==> src/tpoc_pkg.sv <==
// constants and types for the timed pulse output controller
// assumes a single 100 MHz system clock and an avalon-mm register slave
`default_nettype none
package tpoc_pkg;

  // ****************************************
  // register map
  // ****************************************
  localparam logic [31:0] CTRL_ADDR       = 32'hfffff700;
  localparam logic [15:0] CTRL_RESET      = 16'h0000;
  localparam int          HIGH_EN_LSB     = 0;
  localparam int          LOW_EN_LSB      = 8;
  localparam int          MAX_PINS        = 8;

  // ****************************************
  // bus timing and reset values
  // ****************************************
  localparam int          ACCESS_CYCLES   = 4;
  localparam int          CNT_W           = 3;
  localparam logic [2:0]  CNT_FIRST       = 3'h1;
  localparam logic [2:0]  CNT_LAST        = 3'(ACCESS_CYCLES - 2);
  localparam logic [7:0]  PINS_RESET      = 8'h00;
  localparam logic [31:0] RDATA_RESET     = 32'h0000_0000;

  // ****************************************
  // bus handshake states
  // ****************************************
  typedef enum logic [1:0] {
    BUS_IDLE,
    BUS_COUNT,
    BUS_ANSWER
  } tpoc_bus_type;

endpackage : tpoc_pkg

`default_nettype wire

==> src/tpoc_ctrl.sv <==
// timed pulse output controller: enable register plus pin drivers
// assumes compare-match strobes are one-cycle pulses synchronous to clk_sys_in
//
// The Avalon-MM slave port was decided locally.
`timescale 1ns/1ns
`default_nettype none

// Summary of operation
// - eight pulse pins, driven only by this block once assigned
// - any mix of pins may be enabled; one event moves several pins
// - pins change only on the two compare-match strobes, on reset and on hardware standby
// - one 16-bit read/write enable register at the fixed address
// - byte and halfword access; each access takes four bus cycles
// - reset and hardware standby clear the enable register to zero
// - software standby leaves the enable register untouched
// - bits 15..8 enable low drive, bit 8 for pin 0
// - bits 7..0 enable high drive on the rise compare strobe
// - fall compare strobe drives low on pins with low enable
// - both strobes together on a doubly enabled pin give low
// - an enabled pin stays low until its first enabled event
module tpoc_ctrl #(
  parameter int PIN_COUNT = 8
) (
  // clock and reset
  input  wire logic        clk_sys_in,
  input  wire logic        reset_in,
  // low-power control
  input  wire logic        hw_standby_in,
  // timer channel compare strobes
  input  wire logic        rise_match_in,
  input  wire logic        fall_match_in,
  // avalon-mm register slave
  input  wire logic [31:0] avs_address_in,
  input  wire logic        avs_read_in,
  input  wire logic        avs_write_in,
  input  wire logic [31:0] avs_writedata_in,
  input  wire logic [3:0]  avs_byteenable_in,
  output logic [31:0]      avs_readdata_out,
  output logic             avs_waitrequest_out,
  // pulse pins
  output logic [PIN_COUNT-1:0] pulse_out
);

  // ****************************************
  // elaboration check
  // ****************************************
  // the register holds one enable pair per pin, so at most eight pins
  if (PIN_COUNT < 1 || PIN_COUNT > tpoc_pkg::MAX_PINS) begin : g_bad_pins
    $error("PIN_COUNT must lie between 1 and 8");
  end

  // ****************************************
  // state
  // ****************************************
  typedef struct packed {
    tpoc_pkg::tpoc_bus_type     bus;
    logic [tpoc_pkg::CNT_W-1:0] cnt;
    logic                       wait_req;
    logic [31:0]                rdata;
    logic [15:0]                ctrl;
    logic [PIN_COUNT-1:0]       pins;
  } tpoc_state_type;

  localparam tpoc_state_type STATE_RESET = '{
    bus:      tpoc_pkg::BUS_IDLE,
    cnt:      '0,
    wait_req: 1'b1,
    rdata:    tpoc_pkg::RDATA_RESET,
    ctrl:     tpoc_pkg::CTRL_RESET,
    pins:     tpoc_pkg::PINS_RESET[PIN_COUNT-1:0]
  };

  tpoc_state_type       s_reg;
  tpoc_state_type       s_next;
  logic                 req;
  logic                 hit;
  logic [PIN_COUNT-1:0] high_en;
  logic [PIN_COUNT-1:0] low_en;
  logic [PIN_COUNT-1:0] pins_next;

  // ****************************************
  // decode
  // ****************************************
  // only the word address matters; byte lanes pick the half
  assign req     = avs_read_in | avs_write_in;
  assign hit     = avs_address_in[31:2] == tpoc_pkg::CTRL_ADDR[31:2];
  assign high_en = s_reg.ctrl[tpoc_pkg::HIGH_EN_LSB +: PIN_COUNT];
  assign low_en  = s_reg.ctrl[tpoc_pkg::LOW_EN_LSB +: PIN_COUNT];

  // ****************************************
  // per-pin drivers
  // ****************************************
  // each pin is set or cleared on its own, so any mix may move at once
  for (genvar i = 0; i < PIN_COUNT; i++) begin : g_pin
    always_comb begin
      // low is applied last so it wins a tie
      pins_next[i] = s_reg.pins[i];
      if (rise_match_in && high_en[i]) begin
        pins_next[i] = 1'b1;
      end
      if (fall_match_in && low_en[i]) begin
        pins_next[i] = 1'b0;
      end
    end
  end

  // ****************************************
  // next state
  // ****************************************
  // enables are read only on a strobe, so a write never moves a pin
  always_comb begin
    s_next      = s_reg;
    s_next.pins = pins_next;
    unique case (s_reg.bus)
      tpoc_pkg::BUS_IDLE: begin
        if (req) begin
          s_next.bus = tpoc_pkg::BUS_COUNT;
          s_next.cnt = tpoc_pkg::CNT_FIRST;
        end
      end
      tpoc_pkg::BUS_COUNT: begin
        // fixed length access
        if (s_reg.cnt == tpoc_pkg::CNT_LAST) begin
          s_next.bus      = tpoc_pkg::BUS_ANSWER;
          s_next.wait_req = 1'b0;
          s_next.rdata    = hit ? {16'h0000, s_reg.ctrl} : 32'h0000_0000;
        end else begin
          s_next.cnt = s_reg.cnt + 3'h1;
        end
      end
      tpoc_pkg::BUS_ANSWER: begin
        // master samples waitrequest low here, so the write lands now
        s_next.bus      = tpoc_pkg::BUS_IDLE;
        s_next.wait_req = 1'b1;
        if (avs_write_in && hit) begin
          if (avs_byteenable_in[0]) begin
            s_next.ctrl[7:0] = avs_writedata_in[7:0];
          end
          if (avs_byteenable_in[1]) begin
            s_next.ctrl[15:8] = avs_writedata_in[15:8];
          end
        end
      end
      default: begin
        // an illegal code falls back to idle with the bus stalled
        s_next.bus      = tpoc_pkg::BUS_IDLE;
        s_next.wait_req = 1'b1;
      end
    endcase
    // software standby has no input here, so it cannot touch ctrl
    if (hw_standby_in) begin
      s_next.ctrl = tpoc_pkg::CTRL_RESET;
      s_next.pins = tpoc_pkg::PINS_RESET[PIN_COUNT-1:0];
    end
  end

  // ****************************************
  // registers
  // ****************************************
  // single state register; reset takes constants only
  always_ff @(posedge clk_sys_in) begin
    if (reset_in) begin
      s_reg <= STATE_RESET;
    end else begin
      s_reg <= s_next;
    end
  end

  assign avs_readdata_out    = s_reg.rdata;
  assign avs_waitrequest_out = s_reg.wait_req;
  assign pulse_out           = s_reg.pins;

  // ****************************************
  // assertions
  // ****************************************
  // helper terms, so that every sampled past enable term below is a plain signal
  logic [PIN_COUNT-1:0] any_en;
  logic [PIN_COUNT-1:0] both_en;
  logic [PIN_COUNT-1:0] rise_set;
  logic [PIN_COUNT-1:0] fall_clr;
  assign any_en   = high_en | low_en;
  assign both_en  = high_en & low_en;
  assign rise_set = high_en & {PIN_COUNT{rise_match_in}};
  assign fall_clr = low_en & {PIN_COUNT{fall_match_in}};
endmodule : tpoc_ctrl

`default_nettype wire

==> config.mk <==
export PLATFORM = sky130hd
export DESIGN_NAME = tpoc_ctrl
export DESIGN_NICKNAME = d
export VERILOG_FILES = /design/src/tpoc_pkg.sv /design/src/tpoc_ctrl.sv
export SDC_FILE = /design/constraint.sdc
export NUM_CORES = 1
export LEC_CHECK = 0
export BUFFER_PORTS_ARGS = -buffer_cell sky130_fd_sc_hd__buf_4
export CELL_PAD_IN_SITES_DETAIL_PLACEMENT = 1
export CELL_PAD_IN_SITES_GLOBAL_PLACEMENT = 1
export CORE_MARGIN = 2
export CORE_UTILIZATION = 32
export CTS_CLUSTER_DIAMETER = 120
export DETAILED_ROUTE_END_ITERATION = 8
export GPL_TIMING_DRIVEN = 0
export PLACE_DENSITY = 0.91
export REMOVE_ABC_BUFFERS = 1
export SETUP_SLACK_MARGIN = 0.15
export SYNTH_ARGS = -nofsm -noshare
export SYNTH_HDL_FRONTEND = slang
export SYNTH_SLANG_ARGS = --single-unit
==> constraint.sdc <==
create_clock -name clk_sys_in -period 2.4 [get_ports clk_sys_in]
set_clock_uncertainty 0.05 [all_clocks]
set_input_delay 0 -clock clk_sys_in [delete_from_list [all_inputs] [get_ports clk_sys_in]]
set_output_delay 0 -clock clk_sys_in [all_outputs]
set_load 0.05 [all_outputs]
**Yosys cells after proc, flatten, opt, wreduce, memory -nomap -nowiden**

Index checks and enable logic that the tools add are counted.

- Word-level logic and storage cells: 66
- Flip-flop bits (word level): 62
- Output and inout port bits: 41
- Bits of input ports: 75

- Mux-type cells: 8
- Equality and inequality tests: 7
- Reductions and logical operators: 34
- Bitwise operators: 2
- Add/sub/neg operators: 1

Operators with widths:

| operator | count |
|---|---|
| $mux W33 | 1 |
| $eq A30 B30 Y1 const B | 1 |
| $reduce_or A3 Y1 | 8 |
| $logic_and A1 B1 Y1 | 17 |
| $mux W16 | 1 |
| $reduce_and A3 Y1 | 3 |
| $ne A2 B2 Y1 const B | 3 |
| $pmux W3 S2 | 1 |
| $reduce_and A2 Y1 | 3 |
| $mux W5 | 1 |
| $pmux W2 S2 | 1 |
| $add A3 B1 Y3 const B | 1 |
| $eq A3 B2 Y1 const B | 1 |
| $mux W3 | 1 |
| $eq A2 B1 Y1 const B | 1 |
| $eq A2 B2 Y1 const B | 1 |
| $logic_not A2 Y1 | 1 |
| $mux W2 | 1 |
| $pmux W1 S2 | 1 |
| $reduce_bool A2 Y1 | 1 |
| $reduce_or A2 Y1 | 1 |
| $not A1 Y1 | 1 |
| $or A1 B1 Y1 | 1 |

**Depth between registers and ports, before layout**

Gate-level depths: netlist (run 1).

- Word-level depth: 4
- Depth in mapped cells: 7
- Gate-level depth less buffers: 6

**Worst setup path after synthesis (run 1)**

Ideal clock, no wire load.

- Path kind: register to register
- Start: reg s_reg[57] (netlist bit)
- End: reg s_reg (netlist bit avs_readdata_out[10])
- Buffers on the path: 1
- Data arrival time: 1.574 ns
- Library setup time: 0.071 ns
- Slack: 0.706 ns
- Stages on the path, launching flop included: 7
- Clock period less this slack: 1.694 ns
- Required time: 2.279 ns
- Path through: dfxtp_1 -> inv_1 -> ha_1 -> nor3b_1 -> clkbuf_1 -> nand4_1 -> a21oi_1

- Longest elaborated chain between the ends: 2

Ends and longest elaborated chain:

| item | line | text |
|---|---|---|
| start, declared | tpoc_ctrl.sv:73 | `tpoc_state_type s_reg;` |
| start signal, assigned | tpoc_ctrl.sv:165 | `s_reg <= s_next;` |
| $eq A3 B2 Y1 | tpoc_ctrl.sv:123 | `if (s_reg.cnt == tpoc_pkg::CNT_LAST) begin` |
| $reduce_and A2 Y1 (no line) | - |  |

Every way passes these cells.
A chain may end at the register's enable or synchronous reset.

**Worst setup path in the final report (run 1)**

- Start: in avs_address_in[2]
- End: reg s_reg (netlist bit high_en[4])

- Longest elaborated chain between the ends: 3

Ends and longest elaborated chain:

| item | line | text |
|---|---|---|
| start, declared | tpoc_ctrl.sv:33 | `input wire logic [31:0] avs_address_in,` |
| $eq A30 B30 Y1 | tpoc_ctrl.sv:86 | `assign hit = avs_address_in[31:2] == tpoc_pkg::CTRL_ADDR[31:2];` |
| $logic_and A1 B1 Y1 | tpoc_ctrl.sv:135 | `if (avs_write_in && hit) begin` |
| $reduce_and A3 Y1 (no line) | - |  |

Every way passes these cells.

==> results.sh, run 1 <==
export IMPL_path_cells="buf_4, or4_4, nor4_4, nand4_4, mux2i_1"
export IMPL_required_ns=2.57
export IMPL_critPathSlowestCell="nor4_4"
export IMPL_via_per_inst=4.81
export IMPL_cts_htree_levels=2
export IMPL_die_area_mm2=0.00761
export IMPL_maxCapViolations=0
export IMPL_postCtsResizedCells=0
export IMPL_grt_ovfl_total=0
export IMPL_grt_setup_unrepaired="no"
export IMPL_synth_cells=252
export IMPL_critPathCaptureType="flop"
export IMPL_routedWlPerCell_um=14.8
export IMPL_fp_dieH_um=87.2
export IMPL_place_area_mm2=0.00265
export IMPL_p_leak_nw=1.31
export IMPL_grt_met1_usage_pct=17.3
export IMPL_report_final_slew_viol_count=0
export IMPL_status="complete, no violations"
export IMPL_finalCritPeriodShare_pct=88.4
export IMPL_crit_start="avs_address_in[2]"
export IMPL_yosysWarningCount=0
export IMPL_gp_congestion=0.745
export IMPL_intPower_mw=1.10
export IMPL_start_kind="input port"
export IMPL_ys_seq_area_share_pct=41.6
export IMPL_firstDrtPassIters=4
export IMPL_drt_drc_violations_left=0
export IMPL_grt_busiest_layer="met2"
export IMPL_path_delay_family="simple AND/OR/NAND/NOR gates"
export IMPL_dp_slack_ns=-0.0164
export IMPL_die_width_um=87.2
export IMPL_setup_viol=0
export IMPL_grt_util_met2_pct=30.0
export IMPL_slew_headroom_pct=19.7
export IMPL_max_clock_path_buffers=2
export IMPL_drt_wl_total_um=5970
export IMPL_tightest_slew_ns=1.20
export IMPL_p_sw_share_pct=26.6
export IMPL_synth_cell_type_count=30
export IMPL_ir_worst_vdd_v=0.000242
export IMPL_critPathArrivalTime_ns=2.29
export IMPL_antenna_left=0
export IMPL_worst_path_max_fanout=18
export IMPL_setup_slack_ns=0.280
export IMPL_seq_power_share_pct=51.6
export IMPL_drtIter0Drc=113
export IMPL_holdCritPathClass="input port to flop"
export IMPL_max_stage_delay_ns=1.02
export IMPL_min_period_ns=2.12
export IMPL_nets=399
export IMPL_cts_sinks=46
export IMPL_core_area_mm2=0.00676
export IMPL_ys_ff_latch=46
export IMPL_vias=1940
export IMPL_grt_pass1_vias=2014
export IMPL_layout_drive_gt1_share_pct=30.0
export IMPL_clk_pin_slew_worst_paths_ns=0.09
export IMPL_final_area_mm2=0.00293
export IMPL_met3_usage_pct=3.70
export IMPL_groute_usage_overall_pct=16.0
export IMPL_start_util_pct=32.8
export IMPL_area_growth_pct=32.4
export IMPL_reg2reg_from="s_reg[57]"
export IMPL_synth_cell_area_mm2=0.00222
export IMPL_cts_buffers=5
export IMPL_hold_violations=0
export IMPL_hold_slack_ns=0.00794
export IMPL_antennaDiodeCount=0
export IMPL_port_buffers=79
export IMPL_tns_ns=0
export IMPL_pwr_share_clk_pct=34.1
export IMPL_total_power_mw=1.50
export IMPL_avgSynthCellArea_um2=8.79
export IMPL_max_freq_ghz=0.472
export IMPL_rows=30
export IMPL_place_inst=376
export IMPL_power_density_mw_per_mm2=511
export IMPL_p_comb_share_pct=14.4
export IMPL_crit_type="input port to flop"
export IMPL_cts_tree="yes"
export IMPL_p_switching_mw=0.399
export IMPL_hpwl_um=4450
export IMPL_grt_pass1_wl_um=9470
export IMPL_ios=116
export IMPL_layout_cells_non_filler=403
export IMPL_cp_num_buf_inv=1
export IMPL_min_from="hw_standby_in"
export IMPL_final_util_pct=43.4
export IMPL_root_buffer="clkbuf_8"
export IMPL_largest_reg_flops=16
export IMPL_grt_max_degree=25
export IMPL_antenna_found_initial=0
export IMPL_clock_latency_ns=0.30
==> synthesized netlist by cell type, drive strengths merged <==
master	count	area (um^2)
a211oi	9	67.6
a21oi	25	125
and3b	1	8.76
buf	44	324
clkbuf	8	30.0
conb	1	3.75
dfxtp	46	921
ha	2	25.0
inv	2	7.51
mux2i	16	160
nand2	49	184
nand2b	2	12.5
nand3b	1	7.51
nand4	22	168
nand4b	2	17.5
nor2	7	26.3
nor2b	1	6.26
nor3	5	25.0
nor3b	1	7.51
nor4	2	42.5
nor4b	1	8.76
o21ai	1	5.00
or2	1	6.26
or3	1	6.26
or4	1	11.3
xnor2	1	8.76
==> final cells by class <==
| cell class | count | area, um^2 |
|---|---|---|
| clock buffers | 6 | 82.6 |
| multi-input cells | 167 | 997 |
| inverters | 2 | 7.51 |
| well taps | 80 | 100 |
| flip-flops and latches | 46 | 921 |
| fillers | 803 | 3820 |
| repair buffers | 100 | 810 |
| clock inverters | 2 | 16.3 |
==> cell families after synthesis <==
group | after synthesis | share of synthesized area (%)
AOI/OAI and AO/OA | 35 | 8.92
xor gates and xnor gates | 1 | 0.395
adders and majority gates | 2 | 1.13
buffers and inverters | 54 | 16.3
DFF | 46 | 41.6
muxes | 16 | 7.23
other | 1 | 0.169
and+or+nand+nor | 97 | 24.3
==> worst paths after layout <==
path | end | slack (ns) | cells past startpoint
worst min register to register | avs_readdata_out[3] | 0.41 | 2
worst min-delay path | low_en[2] | 0.008 | 4
worst max-delay path | high_en[4] | 0.28 | 5
worst max register to register | avs_readdata_out[2] | 0.48 | 6
==> routing by layer <==
metal | vias up | routed length, um
met5 | - | 0
li1 | 960 | -
met2 | 64 | 3150
met3 | 7 | 339
met1 | 909 | 2360
met4 | 0 | 127
==> worst min-delay path, stage by stage <==
cell and delay [ns]:
buf_4 0.09, nor2_2 0.09, nand2_1 0.08, mux2i_1 0.05
==> power by group through the flow <==
stage | combinational [mW] | sequential (mW) | clock (mW)
detailed placement | 0.190 | 0.791 | 0
global placement | 0.181 | 0.791 | 0
global route | 0.230 | 0.774 | 0.553
finish | 0.215 | 0.773 | 0.511
CTS | 0.215 | 0.773 | 0.524
floorplan | 0.0916 | 0.791 | 0
==> placed cells by master (no fill, tap or decap) <==
cell and n:
nor3_1 5, conb_1 16, nor4b_1 1, nor4_4 2, nand4_4 2, dlygate4sd3_1 19, or3_1 1, or2_2 1
inv_1 2, mux2i_1 16, dfxtp_1 46, clkbuf_8 6, clkinvlp_4 1, a21oi_1 25, nor2b_1 1, buf_8 1
nand4_1 20, ha_1 2, xnor2_1 1, a211oi_1 9, nand4b_1 2, nand2_1 49, buf_4 79, buf_6 1
inv_6 1, nor3b_2 1, nor2_1 6, or4_4 1, o21ai_0 1, and3b_1 1, nand2b_1 2, nand3b_1 1
nor2_2 1
==> timing repair <==
item	in CTS	in global routing
hold buffers	19	0
endpoints found under the hold margin	27	0
setup buffers	0	0
Note: power is estimated with default switching activity, not from simulation.
==> inputs of run 2 (changes only) <==
--- a/config.mk
+++ b/config.mk
@@ -9,11 +9,11 @@
 export CELL_PAD_IN_SITES_DETAIL_PLACEMENT = 1
 export CELL_PAD_IN_SITES_GLOBAL_PLACEMENT = 1
 export CORE_MARGIN = 2
-export CORE_UTILIZATION = 32
+export CORE_UTILIZATION = 34
 export CTS_CLUSTER_DIAMETER = 120
 export DETAILED_ROUTE_END_ITERATION = 8
 export GPL_TIMING_DRIVEN = 0
-export PLACE_DENSITY = 0.91
+export PLACE_DENSITY = 0.95
 export REMOVE_ABC_BUFFERS = 1
 export SETUP_SLACK_MARGIN = 0.15
 export SYNTH_ARGS = -nofsm -noshare
==> constraint.sdc (replaced) <==
create_clock -name clk_sys_in -period 2.7 [get_ports clk_sys_in]
set_clock_uncertainty 0.05 [all_clocks]
set_input_delay 0 -clock clk_sys_in [delete_from_list [all_inputs] [get_ports clk_sys_in]]
set_output_delay 0 -clock clk_sys_in [all_outputs]
set_load 0.05 [all_outputs]
==> run 2 against run 1 <==
Sequential share of layout area rose by 0.30 points; register-to-register slack improved by 0.30 ns; sequential power down 11%; count of clock-buffer cells in the layout stayed put; critical endpoint is now high_en[5]; highest routed layer unchanged; wire length up 2.0%.
==> results.sh, run 2 (same netlist as run 1, synthesis figures left out) <==
export IMPL_clock_latency_ns=0.29
export IMPL_min_from="reset_in"
export IMPL_critPathCaptureType="flop"
export IMPL_p_leak_nw=1.30
export IMPL_power_density_mw_per_mm2=452
export IMPL_finalCritPeriodShare_pct=78.8
export IMPL_largest_reg_flops=16
export IMPL_clk_pin_slew_worst_paths_ns=0.08
export IMPL_cts_buffers=5
export IMPL_die_width_um=84.7
export IMPL_status="complete, no violations"
export IMPL_min_period_ns=2.13
export IMPL_rows=29
export IMPL_timing_rr_end="avs_readdata_out[5]"
export IMPL_p_switching_mw=0.343
export IMPL_worst_path_max_fanout=18
export IMPL_grt_util_met2_pct=31.9
export IMPL_grt_busiest_layer="met2"
export IMPL_area_growth_pct=31.2
export IMPL_drt_drc_violations_left=0
export IMPL_root_buffer="clkbuf_8"
export IMPL_start_util_pct=35.1
export IMPL_mostFrequentLayoutCell="buf_4"
export IMPL_slew_headroom_pct=24.1
export IMPL_grt_met1_usage_pct=18.6
export IMPL_hold_violations=0
export IMPL_port_buffers=79
export IMPL_critPathArrivalTime_ns=2.28
export IMPL_pwr_share_clk_pct=33.2
export IMPL_max_clock_path_buffers=2
export IMPL_vias=1935
export IMPL_reg2reg_from="s_reg[57]"
export IMPL_grt_setup_unrepaired="no"
export IMPL_cts_sinks=46
export IMPL_tns_ns=0
export IMPL_r2r_slack_ns=0.78
export IMPL_grt_max_degree=25
export IMPL_crit_type="input port to flop"
export IMPL_fp_dieH_um=84.7
export IMPL_total_power_mw=1.31
export IMPL_grt_ovfl_total=0
export IMPL_seq_power_share_pct=52.3
export IMPL_ir_worst_vdd_v=0.000270
export IMPL_setup_viol=0
export IMPL_ios=116
export IMPL_drtIter0Drc=70
export IMPL_hold_buffers=17
export IMPL_hold_end="s_reg[61]"
export IMPL_tightest_slew_ns=1.13
export IMPL_layout_drive_gt1_share_pct=30.2
export IMPL_routedWlPerCell_um=15.3
export IMPL_report_final_slew_viol_count=0
export IMPL_firstDrtPassIters=4
export IMPL_antenna_left=0
export IMPL_postCtsResizedCells=0
export IMPL_drt_wl_total_um=6090
export IMPL_grt_pass1_wl_um=9790
export IMPL_antennaDiodeCount=0
export IMPL_max_freq_ghz=0.470
export IMPL_met3_usage_pct=3.24
export IMPL_hpwl_um=4460
export IMPL_final_cell_mix="buf_4, nand2_1, dfxtp_1"
export IMPL_p_sw_share_pct=26.1
export IMPL_grt_pass1_vias=2104
export IMPL_gp_congestion=0.803
export IMPL_groute_usage_overall_pct=16.8
export IMPL_via_per_inst=4.86
export IMPL_required_ns=2.86
export IMPL_start_kind="input port"
export IMPL_cts_setup_buffers=0
export IMPL_core_area_mm2=0.00631
export IMPL_nets=397
export IMPL_antenna_found_initial=0
export IMPL_cts_htree_levels=2
export IMPL_intPower_mw=0.971
export IMPL_p_comb_share_pct=14.5
export IMPL_hold_depth=2
export IMPL_holdCritPathClass="input port to flop"
export IMPL_die_area_mm2=0.00718
export IMPL_cts_tree="yes"
export IMPL_maxCapViolations=0
export IMPL_rr_worst_depth=6
## run 2: changes by cell type in the layout (fill, tap and decap cells not counted), sizes merged
cell,before,now
clkinv,0,1
dlygate4sd3,19,17
inv,3,2
## run 2: worst max path at each step
stage	start	endpoint	slack, ns	cells after the start
global route	avs_address_in[2]	high_en[5]	0.43	5
finish	avs_address_in[2]	high_en[5]	0.57	5
global placement	s_reg[61]	avs_readdata_out[0]	0.14	4
detailed placement	avs_address_in[2]	low_en[4]	0.28	5
floorplan	s_reg[57]	avs_readdata_out[0]	0.78	5
CTS	avs_address_in[2]	low_en[4]	0.60	5
## run 2: worst max-delay path, stage by stage
cell	delay (ns)
buf_4	0.11
or4_4	0.54
nor4_4	0.97
nand4_4	0.37
mux2i_1	0.29
## run 2: routing by layer
metal,share of wire [%],vias up
met4,1.4,0
met3,4.4,6
met2,54,70
met1,40,906
li1,-,953
met5,0,-
## run 2: final cells by class
type | count | area [um^2]
clock buffers | 6 | 82.6
inverters | 2 | 7.51
clock inverters | 2 | 12.5
well taps | 77 | 96.3
fillers | 763 | 3410
repair buffers | 98 | 790
flip-flops and latches | 46 | 921
multi-input cells | 167 | 997
## run 2: power groups by stage
| stage | registers, mW | logic, mW | clock network [mW] |
|---|---|---|---|
| floorplan | 0.703 | 0.0814 | 0 |
| global placement | 0.703 | 0.160 | 0 |
| detailed placement | 0.703 | 0.169 | 0 |
| CTS | 0.687 | 0.189 | 0.442 |
| global route | 0.688 | 0.203 | 0.470 |
| finish | 0.687 | 0.191 | 0.436 |
## run 2: through the flow
stage | setup slack, ns | instance area, um^2 | util, % | hold WS (ns) | std cells
global placement | 0.142 | 2610 | 41.3 | 0.205 | 371
global route | 0.429 | 2910 | 46.0 | 0.0163 | 398
finish | 0.574 | 2910 | 46.0 | 0.0103 | 398
CTS | 0.605 | 2910 | 46.0 | 0.00458 | 398
detailed placement | 0.283 | 2640 | 41.8 | 0.211 | 373
floorplan | 0.784 | 1920 | - | 0.0191 | 215
==> inputs of run 3 (changes only) <==
--- a/config.mk
+++ b/config.mk
@@ -5,15 +5,16 @@
 export SDC_FILE = /design/constraint.sdc
 export NUM_CORES = 1
 export LEC_CHECK = 0
+export ABC_AREA = 1
 export BUFFER_PORTS_ARGS = -buffer_cell sky130_fd_sc_hd__buf_4
 export CELL_PAD_IN_SITES_DETAIL_PLACEMENT = 1
 export CELL_PAD_IN_SITES_GLOBAL_PLACEMENT = 1
 export CORE_MARGIN = 2
-export CORE_UTILIZATION = 34
+export CORE_UTILIZATION = 31
 export CTS_CLUSTER_DIAMETER = 120
 export DETAILED_ROUTE_END_ITERATION = 8
 export GPL_TIMING_DRIVEN = 0
-export PLACE_DENSITY = 0.95
+export PLACE_DENSITY = 0.91
 export REMOVE_ABC_BUFFERS = 1
 export SETUP_SLACK_MARGIN = 0.15
 export SYNTH_ARGS = -nofsm -noshare
==> constraint.sdc (replaced) <==
create_clock -name clk_sys_in -period 2.2 [get_ports clk_sys_in]
set_clock_uncertainty 0.05 [all_clocks]
set_input_delay 0 -clock clk_sys_in [delete_from_list [all_inputs] [get_ports clk_sys_in]]
set_output_delay 0 -clock clk_sys_in [all_outputs]
set_load 0.05 [all_outputs]
==> run 3 against run 2 <==
Count of clock-buffer cells in the layout up 1; utilization down 4.2 points; power up 28%; critical path depth up 3; hold slack better by 0.023 ns; sequential share of layout area down 1.3 points; sequential power up 25%; sequential cell count unchanged; combinational power up 52%; cell count up 26%; die area up 14%; global-route usage up 0.13 points; largest power group unchanged; highest routed layer unchanged.
==> results.sh, run 3 <==
export IMPL_max_stage_delay_ns=0.41
export IMPL_crit_type="flop to flop"
export IMPL_rows=31
export IMPL_hpwl_um=5020
export IMPL_synth_cell_area_mm2=0.00233
export IMPL_critPathSlowestCell="nor2_4"
export IMPL_clk_pin_slew_worst_paths_ns=0.08
export IMPL_yosysWarningCount=0
export IMPL_maxCapViolations=0
export IMPL_wl_met1_um=2850
export IMPL_dp_slack_ns=-0.0911
export IMPL_wl_met3_um=294
export IMPL_reg2reg_from="s_reg[57]"
export IMPL_setup_viol=0
export IMPL_ys_ff_latch=46
export IMPL_synth_cells=332
export IMPL_gp_congestion=0.769
export IMPL_grt_max_degree=34
export IMPL_drt_drc_violations_left=0
export IMPL_final_util_pct=41.8
export IMPL_synth_area_top_cells="dfxtp_1, buf_4, nand2_1, nor2_1, a21oi_1"
export IMPL_grt_pass1_wl_um=11400
export IMPL_vias=2286
export IMPL_r2r_slack_ns=0.45
export IMPL_wl_met2_um=3940
export IMPL_drt_wl_total_um=7170
export IMPL_ir_worst_vdd_v=0.000208
export IMPL_synth_cell_type_count=24
export IMPL_core_area_mm2=0.00725
export IMPL_max_freq_ghz=0.572
export IMPL_worst_path_max_fanout=17
export IMPL_synthTopCellsByCount="nand2_1, nor2_1, dfxtp_1"
export IMPL_yosysTopAreaCellShare_pct=39.5
export IMPL_antenna_left=0
export IMPL_ys_flop_type="dfxtp_1"
export IMPL_nFillCells=967
export IMPL_antennaDiodeCount=0
export IMPL_min_from="rise_match_in"
export IMPL_final_cell_mix="nand2_1, buf_4, nor2_1"
export IMPL_required_ns=2.39
export IMPL_die_width_um=90.7
export IMPL_root_buffer="clkbuf_8"
export IMPL_report_final_slew_viol_count=0
export IMPL_synth_top_cell_by_area="dfxtp_1"
export IMPL_crit_start="s_reg[57]"
export IMPL_p_leak_nw=1.45
export IMPL_groute_usage_overall_pct=17.0
export IMPL_routed_top_layer="met4"
export IMPL_largest_reg_flops=16
export IMPL_start_kind="flop"
export IMPL_grt_pass1_vias=2486
export IMPL_cts_htree_levels=2
export IMPL_tightest_slew_ns=1.25
export IMPL_area_growth_pct=30.4
export IMPL_status="complete, no violations"
export IMPL_critPathCaptureType="flop"
export IMPL_final_area_mm2=0.00304
export IMPL_fp_dieH_um=90.7
export IMPL_max_clock_path_buffers=2
export IMPL_die_area_mm2=0.00822
export IMPL_cts_tree="yes"
export IMPL_clock_latency_ns=0.30
export IMPL_min_period_ns=1.75
export IMPL_power_density_mw_per_mm2=556
export IMPL_path_cells="inv_1, ha_1, inv_1, nor2_1, nand2_1, nor2_4, o21ai_0, a21oi_1"
export IMPL_slew_headroom_pct=16.4
export IMPL_critPathArrivalTime_ns=1.94
export IMPL_nets=480
export IMPL_cts_buffers=5
export IMPL_drtIter0Drc=32
export IMPL_avgSynthCellArea_um2=7.01
export IMPL_total_power_mw=1.69
export IMPL_firstDrtPassIters=4
export IMPL_via_per_inst=4.54
export IMPL_place_area_mm2=0.00275
export IMPL_setup_slack_ns=0.452
export IMPL_routedWlPerCell_um=14.3
export IMPL_cts_sinks=46
export IMPL_port_buffers=79
export IMPL_holdCritPathClass="input port to flop"
export IMPL_hold_violations=0
export IMPL_crit_top_cell="inv_1"
export IMPL_ios=116
export IMPL_ys_seq_area_share_pct=39.5
export IMPL_grt_ovfl_total=0
export IMPL_async_flop_share_pct=0
export IMPL_finalCritPeriodShare_pct=79.4
export IMPL_antenna_found_initial=0
export IMPL_synth_edf_count=0
export IMPL_layout_drive_gt1_share_pct=23.3
export IMPL_yosysMostFrequentCell="nand2_1"
export IMPL_cts_setup_buffers=0
export IMPL_grt_setup_unrepaired="no"
export IMPL_start_util_pct=32.1
[run 3: path summary, 6_finish.rpt]
path,end,cells past startpoint
max,avs_readdata_out[4],8
min,pulse_out[6],3
max reg2reg,avs_readdata_out[4],8
min reg2reg,pulse_out[1],1
[run 3: cell type report]
class                   count  area, um^2  area share [%]
clock inverters             1        5.00           0.165
well taps                  99         124            4.08
inverters                  29         109            3.59
flip-flops and latches     46         921            30.3
clock buffers               7        86.3            2.84
multi-input cells         224        1020            33.5
repair buffers             97         773            25.5
[run 3: routing by layer]
layer / GRT usage [%] / vias to the layer above
met4: 5.13 / 0
met3: 3.67 / 9
met5: 0 / -
met2: 33.3 / 50
met1: 17.8 / 1096
li1: - / 1131
[run 3: cell families (layout without fill, tap and decap cells)]
family,Yosys count,after routing,synth area share (%)
AO/OA/AOI/OAI,53,53,12.9
adder cells (fa/ha/maj),2,2,1.07
AND/OR/NAND/NOR,151,152,26.1
buffers and inverters,78,134,19.9
flip-flops,46,46,39.5
XOR/XNOR,1,1,0.376
other,1,16,0.161
[run 3: what timing repair did]
action                                 in CTS  in global routing
pin swaps                                   0                  1
hold buffers                               18                  0
resized for setup                           1                  1
setup endpoints to repair                  17                 16
gates cloned                                0                  1
endpoints found under the hold margin      28                  0
[run 3: metrics by stage]
stage	cells	setup TNS, ns	hold slack [ns]
final	503	0	0.0336
after global routing	503	0	0.0428
after CTS	502	0	0.0178
after detailed placement	476	-0.775	0.169
after global placement	476	0	0.163
after floorplan	298	0	0.0191
[run 3: worst max-delay path: cells and delay by family (launching register included)]
| family | cells | cell delay, ns |
|---|---|---|
| AOI/OAI and AO/OA | 2 | 0.32 |
| and+or+nand+nor | 3 | 0.74 |
| DFF | 1 | 0.34 |
| buffers and inverters | 2 | 0.10 |
| adders and majority gates | 1 | 0.14 |
[run 3: power by group]
part           switching (mW)  internal, mW  leakage, nW  total (mW)
registers             0.00998         0.846        0.372       0.856
clock network           0.287         0.254       0.0482       0.541
logic                   0.177         0.114         1.03       0.290
